--- src/hw/bru_pkg.sv ---
// package: operation codes, widths, bit positions and reset values of the byte rotate unit
package bru_pkg;
  localparam int unsigned DATA_W    = 8;
  localparam int unsigned MSB_POS   = 7;
  localparam int unsigned LSB_POS   = 0;
  localparam logic [7:0]  ACC_RESET = 8'h00;
  localparam logic        CARRY_RESET = 1'b0;
  localparam logic [7:0]  MEM_RESET = 8'h00;

  typedef enum logic [2:0] {
    ROTATE_LEFT_THROUGH_CARRY,
    ROTATE_LEFT_THROUGH_CARRY_TO_ACC,
    ROTATE_RIGHT_PLAIN,
    ROTATE_RIGHT_PLAIN_TO_ACC,
    ROTATE_RIGHT_THROUGH_CARRY,
    ROTATE_RIGHT_THROUGH_CARRY_TO_ACC
  } bru_op_type;
endpackage

--- src/hw/bru_rotator.sv ---
// combinational single-bit rotator shared by all six operations
module bru_rotator (
  // operand
  input  wire logic [7:0] operand,
  input  wire logic       carry_in,
  // control
  input  wire logic       rot_right,
  input  wire logic       through_carry,
  // result
  output logic [7:0]      result,
  output logic            carry_out
);
  import bru_pkg::*;

  logic fill_bit;

  always_comb begin
    if (rot_right) begin
      fill_bit  = through_carry ? carry_in : operand[LSB_POS];
      result    = {fill_bit, operand[MSB_POS:1]};
      carry_out = through_carry ? operand[LSB_POS] : carry_in;
    end else begin
      fill_bit  = through_carry ? carry_in : operand[MSB_POS];
      result    = {operand[MSB_POS-1:0], fill_bit};
      carry_out = through_carry ? operand[MSB_POS] : carry_in;
    end
  end
endmodule // bru_rotator

--- src/hw/bru_byte_rotate_unit.sv ---
// top: byte rotate unit with registered memory write-back, accumulator and carry
// Operation
// - left through carry: bits up, carry into bit 0, bit 7 to carry, write memory
// - left through carry to accumulator: same rotate, memory untouched
// - plain right rotate: bit 0 into bit 7, write memory, no flag change
// - plain right rotate to accumulator: memory and all flags unchanged
// - right through carry: carry into bit 7, bit 0 to carry, write memory
// - right through carry to accumulator: memory untouched, carry takes bit 0
module bru_byte_rotate_unit (
  // clock and reset
  input  wire logic                clk,
  input  wire logic                nrst,
  input  wire logic                clk_en,
  // decoder request
  input  wire logic                op_valid,
  input  wire bru_pkg::bru_op_type op_sel,
  input  wire logic [7:0]          op_addr,
  // data memory read side
  input  wire logic [7:0]          mem_rdata,
  // data memory write side
  output logic                     mem_we,
  output logic [7:0]               mem_waddr,
  output logic [7:0]               mem_wdata,
  // accumulator and carry
  output logic [7:0]               accumulator_reg,
  output logic                     carry_flag,
  output logic                     done
);
  import bru_pkg::*;

  // ----------------------------------------------------------------
  // state
  // ----------------------------------------------------------------
  // every output is a field of this struct, so each one leaves a flip-flop
  typedef struct packed {
    logic       mem_we;
    logic [7:0] mem_waddr;
    logic [7:0] mem_wdata;
    logic [7:0] acc;
    logic       carry;
    logic       done;
  } bru_state_type;

  bru_state_type state;
  bru_state_type next_state;

  logic [7:0] rot_result;
  logic       rot_carry;
  logic       rot_right;
  logic       through_carry;
  logic       to_acc;

  // ----------------------------------------------------------------
  // decode
  // ----------------------------------------------------------------
  // one decode feeds both the rotator and the choice of destination
  always_comb begin
    rot_right     = 1'b0;
    through_carry = 1'b0;
    to_acc        = 1'b0;
    case (op_sel)
      ROTATE_LEFT_THROUGH_CARRY: begin
        through_carry = 1'b1;
      end
      ROTATE_LEFT_THROUGH_CARRY_TO_ACC: begin
        through_carry = 1'b1;
        to_acc        = 1'b1;
      end
      ROTATE_RIGHT_PLAIN: begin
        rot_right = 1'b1;
      end
      ROTATE_RIGHT_PLAIN_TO_ACC: begin
        rot_right = 1'b1;
        to_acc    = 1'b1;
      end
      ROTATE_RIGHT_THROUGH_CARRY: begin
        rot_right     = 1'b1;
        through_carry = 1'b1;
      end
      ROTATE_RIGHT_THROUGH_CARRY_TO_ACC: begin
        rot_right     = 1'b1;
        through_carry = 1'b1;
        to_acc        = 1'b1;
      end
      default: begin
        rot_right = 1'b0;
      end
    endcase
  end

  // the rotator reads the registered carry, so back-to-back operations chain
  // through the carry produced one cycle earlier
  bru_rotator u_rot (
    .operand       (mem_rdata),
    .carry_in      (state.carry),
    .rot_right     (rot_right),
    .through_carry (through_carry),
    .result        (rot_result),
    .carry_out     (rot_carry)
  );

  // ----------------------------------------------------------------
  // next state
  // ----------------------------------------------------------------
  // the write strobe and done are pulses of one enabled cycle; unknown codes are ignored
  // so a bad decode never corrupts memory or carry
  always_comb begin
    next_state        = state;
    next_state.mem_we = 1'b0;
    next_state.done   = 1'b0;
    if (op_valid && (op_sel <= ROTATE_RIGHT_THROUGH_CARRY_TO_ACC)) begin
      next_state.done  = 1'b1;
      next_state.carry = rot_carry;
      if (to_acc) begin
        next_state.acc = rot_result;
      end else begin
        next_state.mem_we    = 1'b1;
        next_state.mem_waddr = op_addr;
        next_state.mem_wdata = rot_result;
      end
    end
  end

  // a low clock enable freezes every field, pulses included, so a stalled
  // core still sees done and the write strobe until it moves on again
  always_ff @(posedge clk or negedge nrst) begin
    if (!nrst) begin
      state.mem_we    <= 1'b0;
      state.mem_waddr <= MEM_RESET;
      state.mem_wdata <= MEM_RESET;
      state.acc       <= ACC_RESET;
      state.carry     <= CARRY_RESET;
      state.done      <= 1'b0;
    end else if (clk_en) begin
      state <= next_state;
    end
  end

  // ----------------------------------------------------------------
  // outputs
  // ----------------------------------------------------------------
  assign mem_we          = state.mem_we;
  assign mem_waddr       = state.mem_waddr;
  assign mem_wdata       = state.mem_wdata;
  assign accumulator_reg = state.acc;
  assign carry_flag      = state.carry;
  assign done            = state.done;

  // ----------------------------------------------------------------
  // checks
  // ----------------------------------------------------------------
  // $past in a consequent sees the operand and carry of the taking edge,
  // which is what every rotate consumes
  a_rlc_mem: assert property (@(posedge clk) disable iff (!nrst)
    (clk_en && op_valid && op_sel == ROTATE_LEFT_THROUGH_CARRY) |=>
      (mem_we && mem_wdata == {$past(mem_rdata[6:0]), $past(carry_flag)} && carry_flag == $past(mem_rdata[7])))
    else $error("left through carry result wrong");

  a_rotate_left_through_carry_to_acc_acc: assert property (@(posedge clk) disable iff (!nrst)
    (clk_en && op_valid && op_sel == ROTATE_LEFT_THROUGH_CARRY_TO_ACC) |=>
      (!mem_we && accumulator_reg == {$past(mem_rdata[6:0]), $past(carry_flag)} && carry_flag == $past(mem_rdata[7])))
    else $error("left through carry to accumulator wrong");

  a_rr_mem: assert property (@(posedge clk) disable iff (!nrst)
    (clk_en && op_valid && op_sel == ROTATE_RIGHT_PLAIN) |=>
      (mem_we && mem_wdata == {$past(mem_rdata[0]), $past(mem_rdata[7:1])} && $stable(carry_flag)))
    else $error("plain right rotate wrong");

  a_rra_acc: assert property (@(posedge clk) disable iff (!nrst)
    (clk_en && op_valid && op_sel == ROTATE_RIGHT_PLAIN_TO_ACC) |=>
      (!mem_we && accumulator_reg == {$past(mem_rdata[0]), $past(mem_rdata[7:1])} && $stable(carry_flag)))
    else $error("plain right rotate to accumulator wrong");

  a_rrc_mem: assert property (@(posedge clk) disable iff (!nrst)
    (clk_en && op_valid && op_sel == ROTATE_RIGHT_THROUGH_CARRY) |=>
      (mem_we && mem_wdata == {$past(carry_flag), $past(mem_rdata[7:1])} && carry_flag == $past(mem_rdata[0])))
    else $error("right through carry result wrong");

  a_rotate_right_through_carry_to_acc_acc: assert property (@(posedge clk) disable iff (!nrst)
    (clk_en && op_valid && op_sel == ROTATE_RIGHT_THROUGH_CARRY_TO_ACC) |=>
      (!mem_we && accumulator_reg == {$past(carry_flag), $past(mem_rdata[7:1])} && carry_flag == $past(mem_rdata[0])))
    else $error("right through carry to accumulator wrong");

  a_one_cycle: assert property (@(posedge clk) disable iff (!nrst)
    (clk_en && op_valid && op_sel <= ROTATE_RIGHT_THROUGH_CARRY_TO_ACC) |=> done)
    else $error("operation did not finish in one cycle");

  a_acc_hold: assert property (@(posedge clk) disable iff (!nrst)
    (mem_we) |-> $stable(accumulator_reg))
    else $error("accumulator changed on a memory destination");

  a_idle_hold: assert property (@(posedge clk) disable iff (!nrst)
    (clk_en && !op_valid) |=> (!done && !mem_we && $stable(carry_flag) && $stable(accumulator_reg)))
    else $error("state changed without an operation");

  a_frozen_hold: assert property (@(posedge clk) disable iff (!nrst)
    (!clk_en) |=>
      ($stable(done) && $stable(mem_we) && $stable(mem_waddr) && $stable(mem_wdata) &&
       $stable(carry_flag) && $stable(accumulator_reg)))
    else $error("state moved while the clock enable was low");

  a_bad_code: assert property (@(posedge clk) disable iff (!nrst)
    (clk_en && op_valid && op_sel > ROTATE_RIGHT_THROUGH_CARRY_TO_ACC) |=>
      (!done && !mem_we && $stable(carry_flag) && $stable(accumulator_reg)))
    else $error("unused operation code changed state");

  a_write_addr: assert property (@(posedge clk) disable iff (!nrst)
    (clk_en && op_valid &&
     op_sel inside {ROTATE_LEFT_THROUGH_CARRY, ROTATE_RIGHT_PLAIN, ROTATE_RIGHT_THROUGH_CARRY}) |=>
      (mem_waddr == $past(op_addr)))
    else $error("write-back went to the wrong address");

  a_done_with_we: assert property (@(posedge clk) disable iff (!nrst)
    (mem_we) |-> done)
    else $error("write strobe without a finished operation");

  a_acc_dest_only: assert property (@(posedge clk) disable iff (!nrst)
    (!(clk_en && op_valid && to_acc)) |=> $stable(accumulator_reg))
    else $error("accumulator changed outside an accumulator operation");

  a_acc_no_write: assert property (@(posedge clk) disable iff (!nrst)
    (clk_en && op_valid && to_acc) |=> (!mem_we && $stable(mem_waddr) && $stable(mem_wdata)))
    else $error("accumulator operation touched the memory write side");
endmodule // bru_byte_rotate_unit

--- config.mk ---
export PLATFORM = sky130hd
export DESIGN_NAME = bru_byte_rotate_unit
export DESIGN_NICKNAME = d
export VERILOG_FILES = /design/src/hw/bru_pkg.sv /design/src/hw/bru_rotator.sv /design/src/hw/bru_byte_rotate_unit.sv
export SDC_FILE = /design/constraint.sdc
export NUM_CORES = 1
export LEC_CHECK = 0
export CAP_MARGIN = 30
export CORE_MARGIN = 8
export CORE_UTILIZATION = 53
export CTS_CLUSTER_SIZE = 25
export DETAILED_ROUTE_END_ITERATION = 8
export DONT_BUFFER_PORTS = 1
export PLACE_DENSITY = 0.8
export RECOVER_POWER = 25
export SLEW_MARGIN = 10
export SYNTH_ARGS = -nofsm -noshare
export SYNTH_HDL_FRONTEND = slang
export SYNTH_SLANG_ARGS = --single-unit
--- constraint.sdc ---
create_clock -name clk -period 3.34 [get_ports clk]
set_clock_uncertainty 0.15 [all_clocks]
set_input_delay 0.167 -clock clk [delete_from_list [all_inputs] [get_ports clk]]
set_output_delay 0.167 -clock clk [all_outputs]
set_load 0.02 [all_outputs]
**Word-level counts from Yosys, hierarchy flattened**

Index checks and enable logic that the tools add are counted.

- Bits in registers: 27
- Input port bits: 23
- Output and inout bits: 27
- Word-level logic and storage cells: 33

- Magnitude comparators: 1
- Equal/unequal tests: 5
- Multiplexer cells: 12
- Bitwise logic cells: 1
- Reductions and logical operators: 8

Operator list:

| operator | number |
|---|---|
| $mux 27 | 1 |
| $mux 17 | 1 |
| $mux 8 | 2 |
| $reduce_and 3->1 | 3 |
| $mux 1 | 8 |
| $reduce_or 4->1 | 2 |
| $eq 3x2->1 const B | 2 |
| $eq 3x3->1 const B | 2 |
| $eq 3x1->1 const B | 1 |
| $le 3x3->1 const B | 1 |
| $logic_not 3->1 | 1 |
| $reduce_or 3->1 | 1 |
| $logic_and 1x1->1 | 1 |
| $not 1->1 | 1 |

**Logic depth before layout (Yosys ltp)**

- Depth after elaboration: 7
- Mapped depth: 5

**By module**

Synthesis repeated with hierarchy kept, for this count alone.

- Cells, all modules: 79
- Area, all modules: 1,267.5 um2

By module, submodules not included:

| module | times used | cells each | area an instance (um2) | seq. area each (um2) |
|---|---|---|---|---|
| bru_byte_rotate_unit | 1 | 63 | 1,132.3 | 675.6 |
| bru_rotator | 1 | 16 | 135.1 | 0.0 |

**Worst setup path before layout**

Ideal clock, no wire load.

- Path kind: input-to-reg
- Start: input port op_sel[1]
- End: register state (netlist bit accumulator_reg[1])
- Arrival: 1.234 ns
- Required time: 3.065 ns
- Setup slack: 1.832 ns
- Stages on the path: 4
- Path buffers: 1
- Path through: ha_1 buf_2 mux2_2 mux2_2

- Longest elaborated chain between the ends: 4
- Elaborated cells between the ends (all ways): 13
- Those cells by class: 1 x order compare; 5 x eq/ne; 3 x mux; 4 x reduce/logical

RTL lines:

| element | line | source |
|---|---|---|
| from (decl) | bru_byte_rotate_unit.sv:16 | `input wire bru_pkg::bru_op_type op_sel,` |
| $eq 3x3->1, or another cell as far along | bru_byte_rotate_unit.sv:61 | `case (op_sel)` |
| $reduce_or 3->1 (no line) or $reduce_or 4->1 (tied branches) | - |  |
| $mux 1 | bru_byte_rotate_unit.sv:61 |  |
| $reduce_and 3->1 (no line) or $mux 8 (tied branches) | - |  |
| to (signal assigned) | bru_byte_rotate_unit.sv:135 | `state <= next_state;` |
| to (decl) | bru_byte_rotate_unit.sv:44 | `bru_state_type state;` |

Parallel ways exist; a longest one is shown, timed or not.
A chain may end at the register's enable or synchronous reset.

**Worst setup path in the final report**

- Start: input port op_sel[1]
- End: register, netlist name mem_wdata[5]

- Longest elaborated chain between the ends: 5
- Elaborated cells between the ends (all ways): 14
- Those cells by class: 1 x order compare; 5 x eq/ne; 3 x mux; 1 x bitwise; 4 x reduce/logical

RTL lines:

| element | line |
|---|---|
| $eq 3x3->1, or another cell as far along | bru_byte_rotate_unit.sv:61 |
| $reduce_or 3->1 (no line) | - |
| $mux 1 | bru_byte_rotate_unit.sv:61 |
| $not 1->1 (no line) | - |
| $reduce_and 3->1 (no line) | - |

Parallel ways exist; a longest one is shown, timed or not.

==> results.cfg <==
[outcome]
outcome = finished clean

[floorplan]
die_x_um = 64.4
die_height_um = 64.4
die_area_um2 = 4150
coreArea_um2 = 2210
rows = 17
io_pins = 50
start_util_pct = 56.1

[placement]
placed_area_um2 = 1250
dp_hpwl_um = 1900
place_congestion = 0.715
port_buffers = 0

[synthesis]
syn_nets = 101
yosysWarnings = 0
synth_area_um2 = 1240
ys_types = 18
yosysSeqAreaShare_pct = 54.4
avgSynthCellArea_um2 = 16.1
syn_inst = 77
synth.ff_latch_count = 27

[routing]
routed_wl_um = 2750
initialDrtViolationCount = 3
vias_per_cell = 5.46
drc = 0
vias = 715
wl_per_cell_um = 21.0
antenna_left = 0
first_pass_iters = 3

[clocking]
cts_buffer_depth = 2
numCtsBuffers = 3
htree_levels = 1
cts.sinks = 27
cts_setup_buffers = 0
cts_tree = done
cts_resized = 0
worstSkewPairLatency_ps = 310
cts_root_buf = clkbuf_4
path_clk_slew_ps = 140

[pwr]
p_sw_uw = 316
p_comb_share_pct = 19.4
max-vdd-ir-drop_v = 0.000385
power_frac_clock_pct = 15.6
p_seq_share_pct = 65.0
leakage_uw = 0.000678
power_density_nw_per_um2 = 583
p_int_uw = 568
swShare_pct = 35.7

[layout]
layout_commonest_cell = dfrtp_1
diodes = 0
fin_area_um2 = 1520
layout_common_cells = dfrtp_1, dlygate4sd3_1, mux2_2
layout-drive-gt1-share_pct = 36.9
finalNetCount = 128
area_growth_pct = 22.1

[grt]
grt_max_degree = 28
first_global_vias = 823
grt_util_all_layers_pct = 13.4
grt_pass1_wl_um = 4370
overflow = 0
antenna_found_initial = 0

[sta]
fin_setup_tns_ps = 0
max_freq_mhz = 543
setup_viol_count_final = 0
final_hold_viol_count = 0
post-route-period-util_pct = 55.1
slew_headroom_pct = 9.41
slew_viol_final = 0
worst_slew_pin_slew_ps = 1360
rsz0062_at_grt = no
period_minus_slack_ps = 1840

[setup_path]
crit_type = input pin to flop
startpoint_type = input pin
worstSetupStartpoint = op_sel[1]
worstPathRequired_ps = 3410
worstRegToRegCells = 3
path_max_fanout = 11
r2r_setup_slack_ps = 1760
cp-endpoint = mem_wdata[5]
critPathArrivalTime_ps = 1910
crit_path_end_kind = flop
r2r_end = carry_flag
timing.rr.start = carry_flag

[job]
drv_cap = 0

[worst_hold_path]
hp-class = input pin to flop
## worst min-delay path by stage
stage	depth (start not counted)	end	startpoint	slack [ps]
4_1_cts	2	accumulator_reg[5]	clk_en	20
6_report	2	accumulator_reg[0]	clk_en	20
3_5_place_dp	0	mem_waddr[7]	nrst	-280
2_1_floorplan	0	accumulator_reg[0]	nrst	-280
3_3_place_gp	0	mem_waddr[0]	nrst	-280
5_1_grt	2	accumulator_reg[1]	clk_en	9
## cells by family after synthesis
family,Yosys count,synth area share (%)
AND/OR/NAND/NOR,5,5.04
adder cells (fa/ha/maj),1,1.01
multiplexers,33,32.7
buffers and inverters,4,2.62
AO/OA/AOI/OAI,7,4.23
flip-flops,27,54.4
## per-layer routing
layer | GRT usage (%) | share of wire, % | vias to the layer above
li1 | - | - | 326
met1 | 13.8 | 35 | 360
met2 | 24.8 | 57 | 25
met3 | 4.36 | 6.8 | 4
met4 | 4.09 | 1.1 | 0
met5 | 0 | 0 | -
## cells in the mapped netlist, drive strengths merged
| cell type | number | area [µm²] |
|---|---|---|
| o22ai | 1 | 6.26 |
| nand4b | 1 | 23.8 |
| a21oi | 1 | 5.00 |
| mux2i | 3 | 30.0 |
| o21ai | 3 | 15.0 |
| ha | 1 | 12.5 |
| o31ai | 1 | 7.51 |
| inv | 2 | 7.51 |
| dfrtp | 27 | 676 |
| nand3b | 1 | 20.0 |
| a21boi | 1 | 18.8 |
| nand2 | 1 | 3.75 |
| nor2 | 2 | 15.0 |
| buf | 2 | 25.0 |
| mux2 | 30 | 375 |
## layout make-up
class | instances | area [µm²]
fillers | 167 | 697
flip-flops and latches | 27 | 676
multi-input cells | 46 | 533
repair buffers | 24 | 234
well taps | 28 | 35.0
clock buffers | 3 | 22.5
clock inverters | 1 | 7.51
inverters | 2 | 7.51
## through the flow
step                      total power [µW]  setup WS (ps)  utilization [%]  hold slack, ps  cells
after floorplan                        679           1830                -            -279     77
after global placement                 709           1670             56.6            -278    103
after detailed placement               720           1620             56.6            -278    103
after CTS                              895           1530             69.2            17.2    131
after global routing                   927           1370             68.5            8.96    131
final                                  884           1500             68.5            20.7    131
## power groups by stage
stage | Sequential [µW] | Clock (µW) | Combinational (µW)
2_1_floorplan | 556 | 0 | 123
3_3_place_gp | 581 | 0 | 128
3_5_place_dp | 585 | 0 | 135
4_1_cts | 578 | 143 | 174
5_1_grt | 586 | 155 | 186
6_report | 574 | 138 | 171
## worst max-delay path: stages
cell and delay, ps:
ha_1 510, mux2_2 380, dlygate4sd3_1 570, mux2_2 280
## what timing repair did
action	CTS	global route
endpoints found under the setup margin	0	0
hold buffers	24	0
hold endpoints to repair	52	0
No activity file was read; power rests on OpenSTA's default activity.
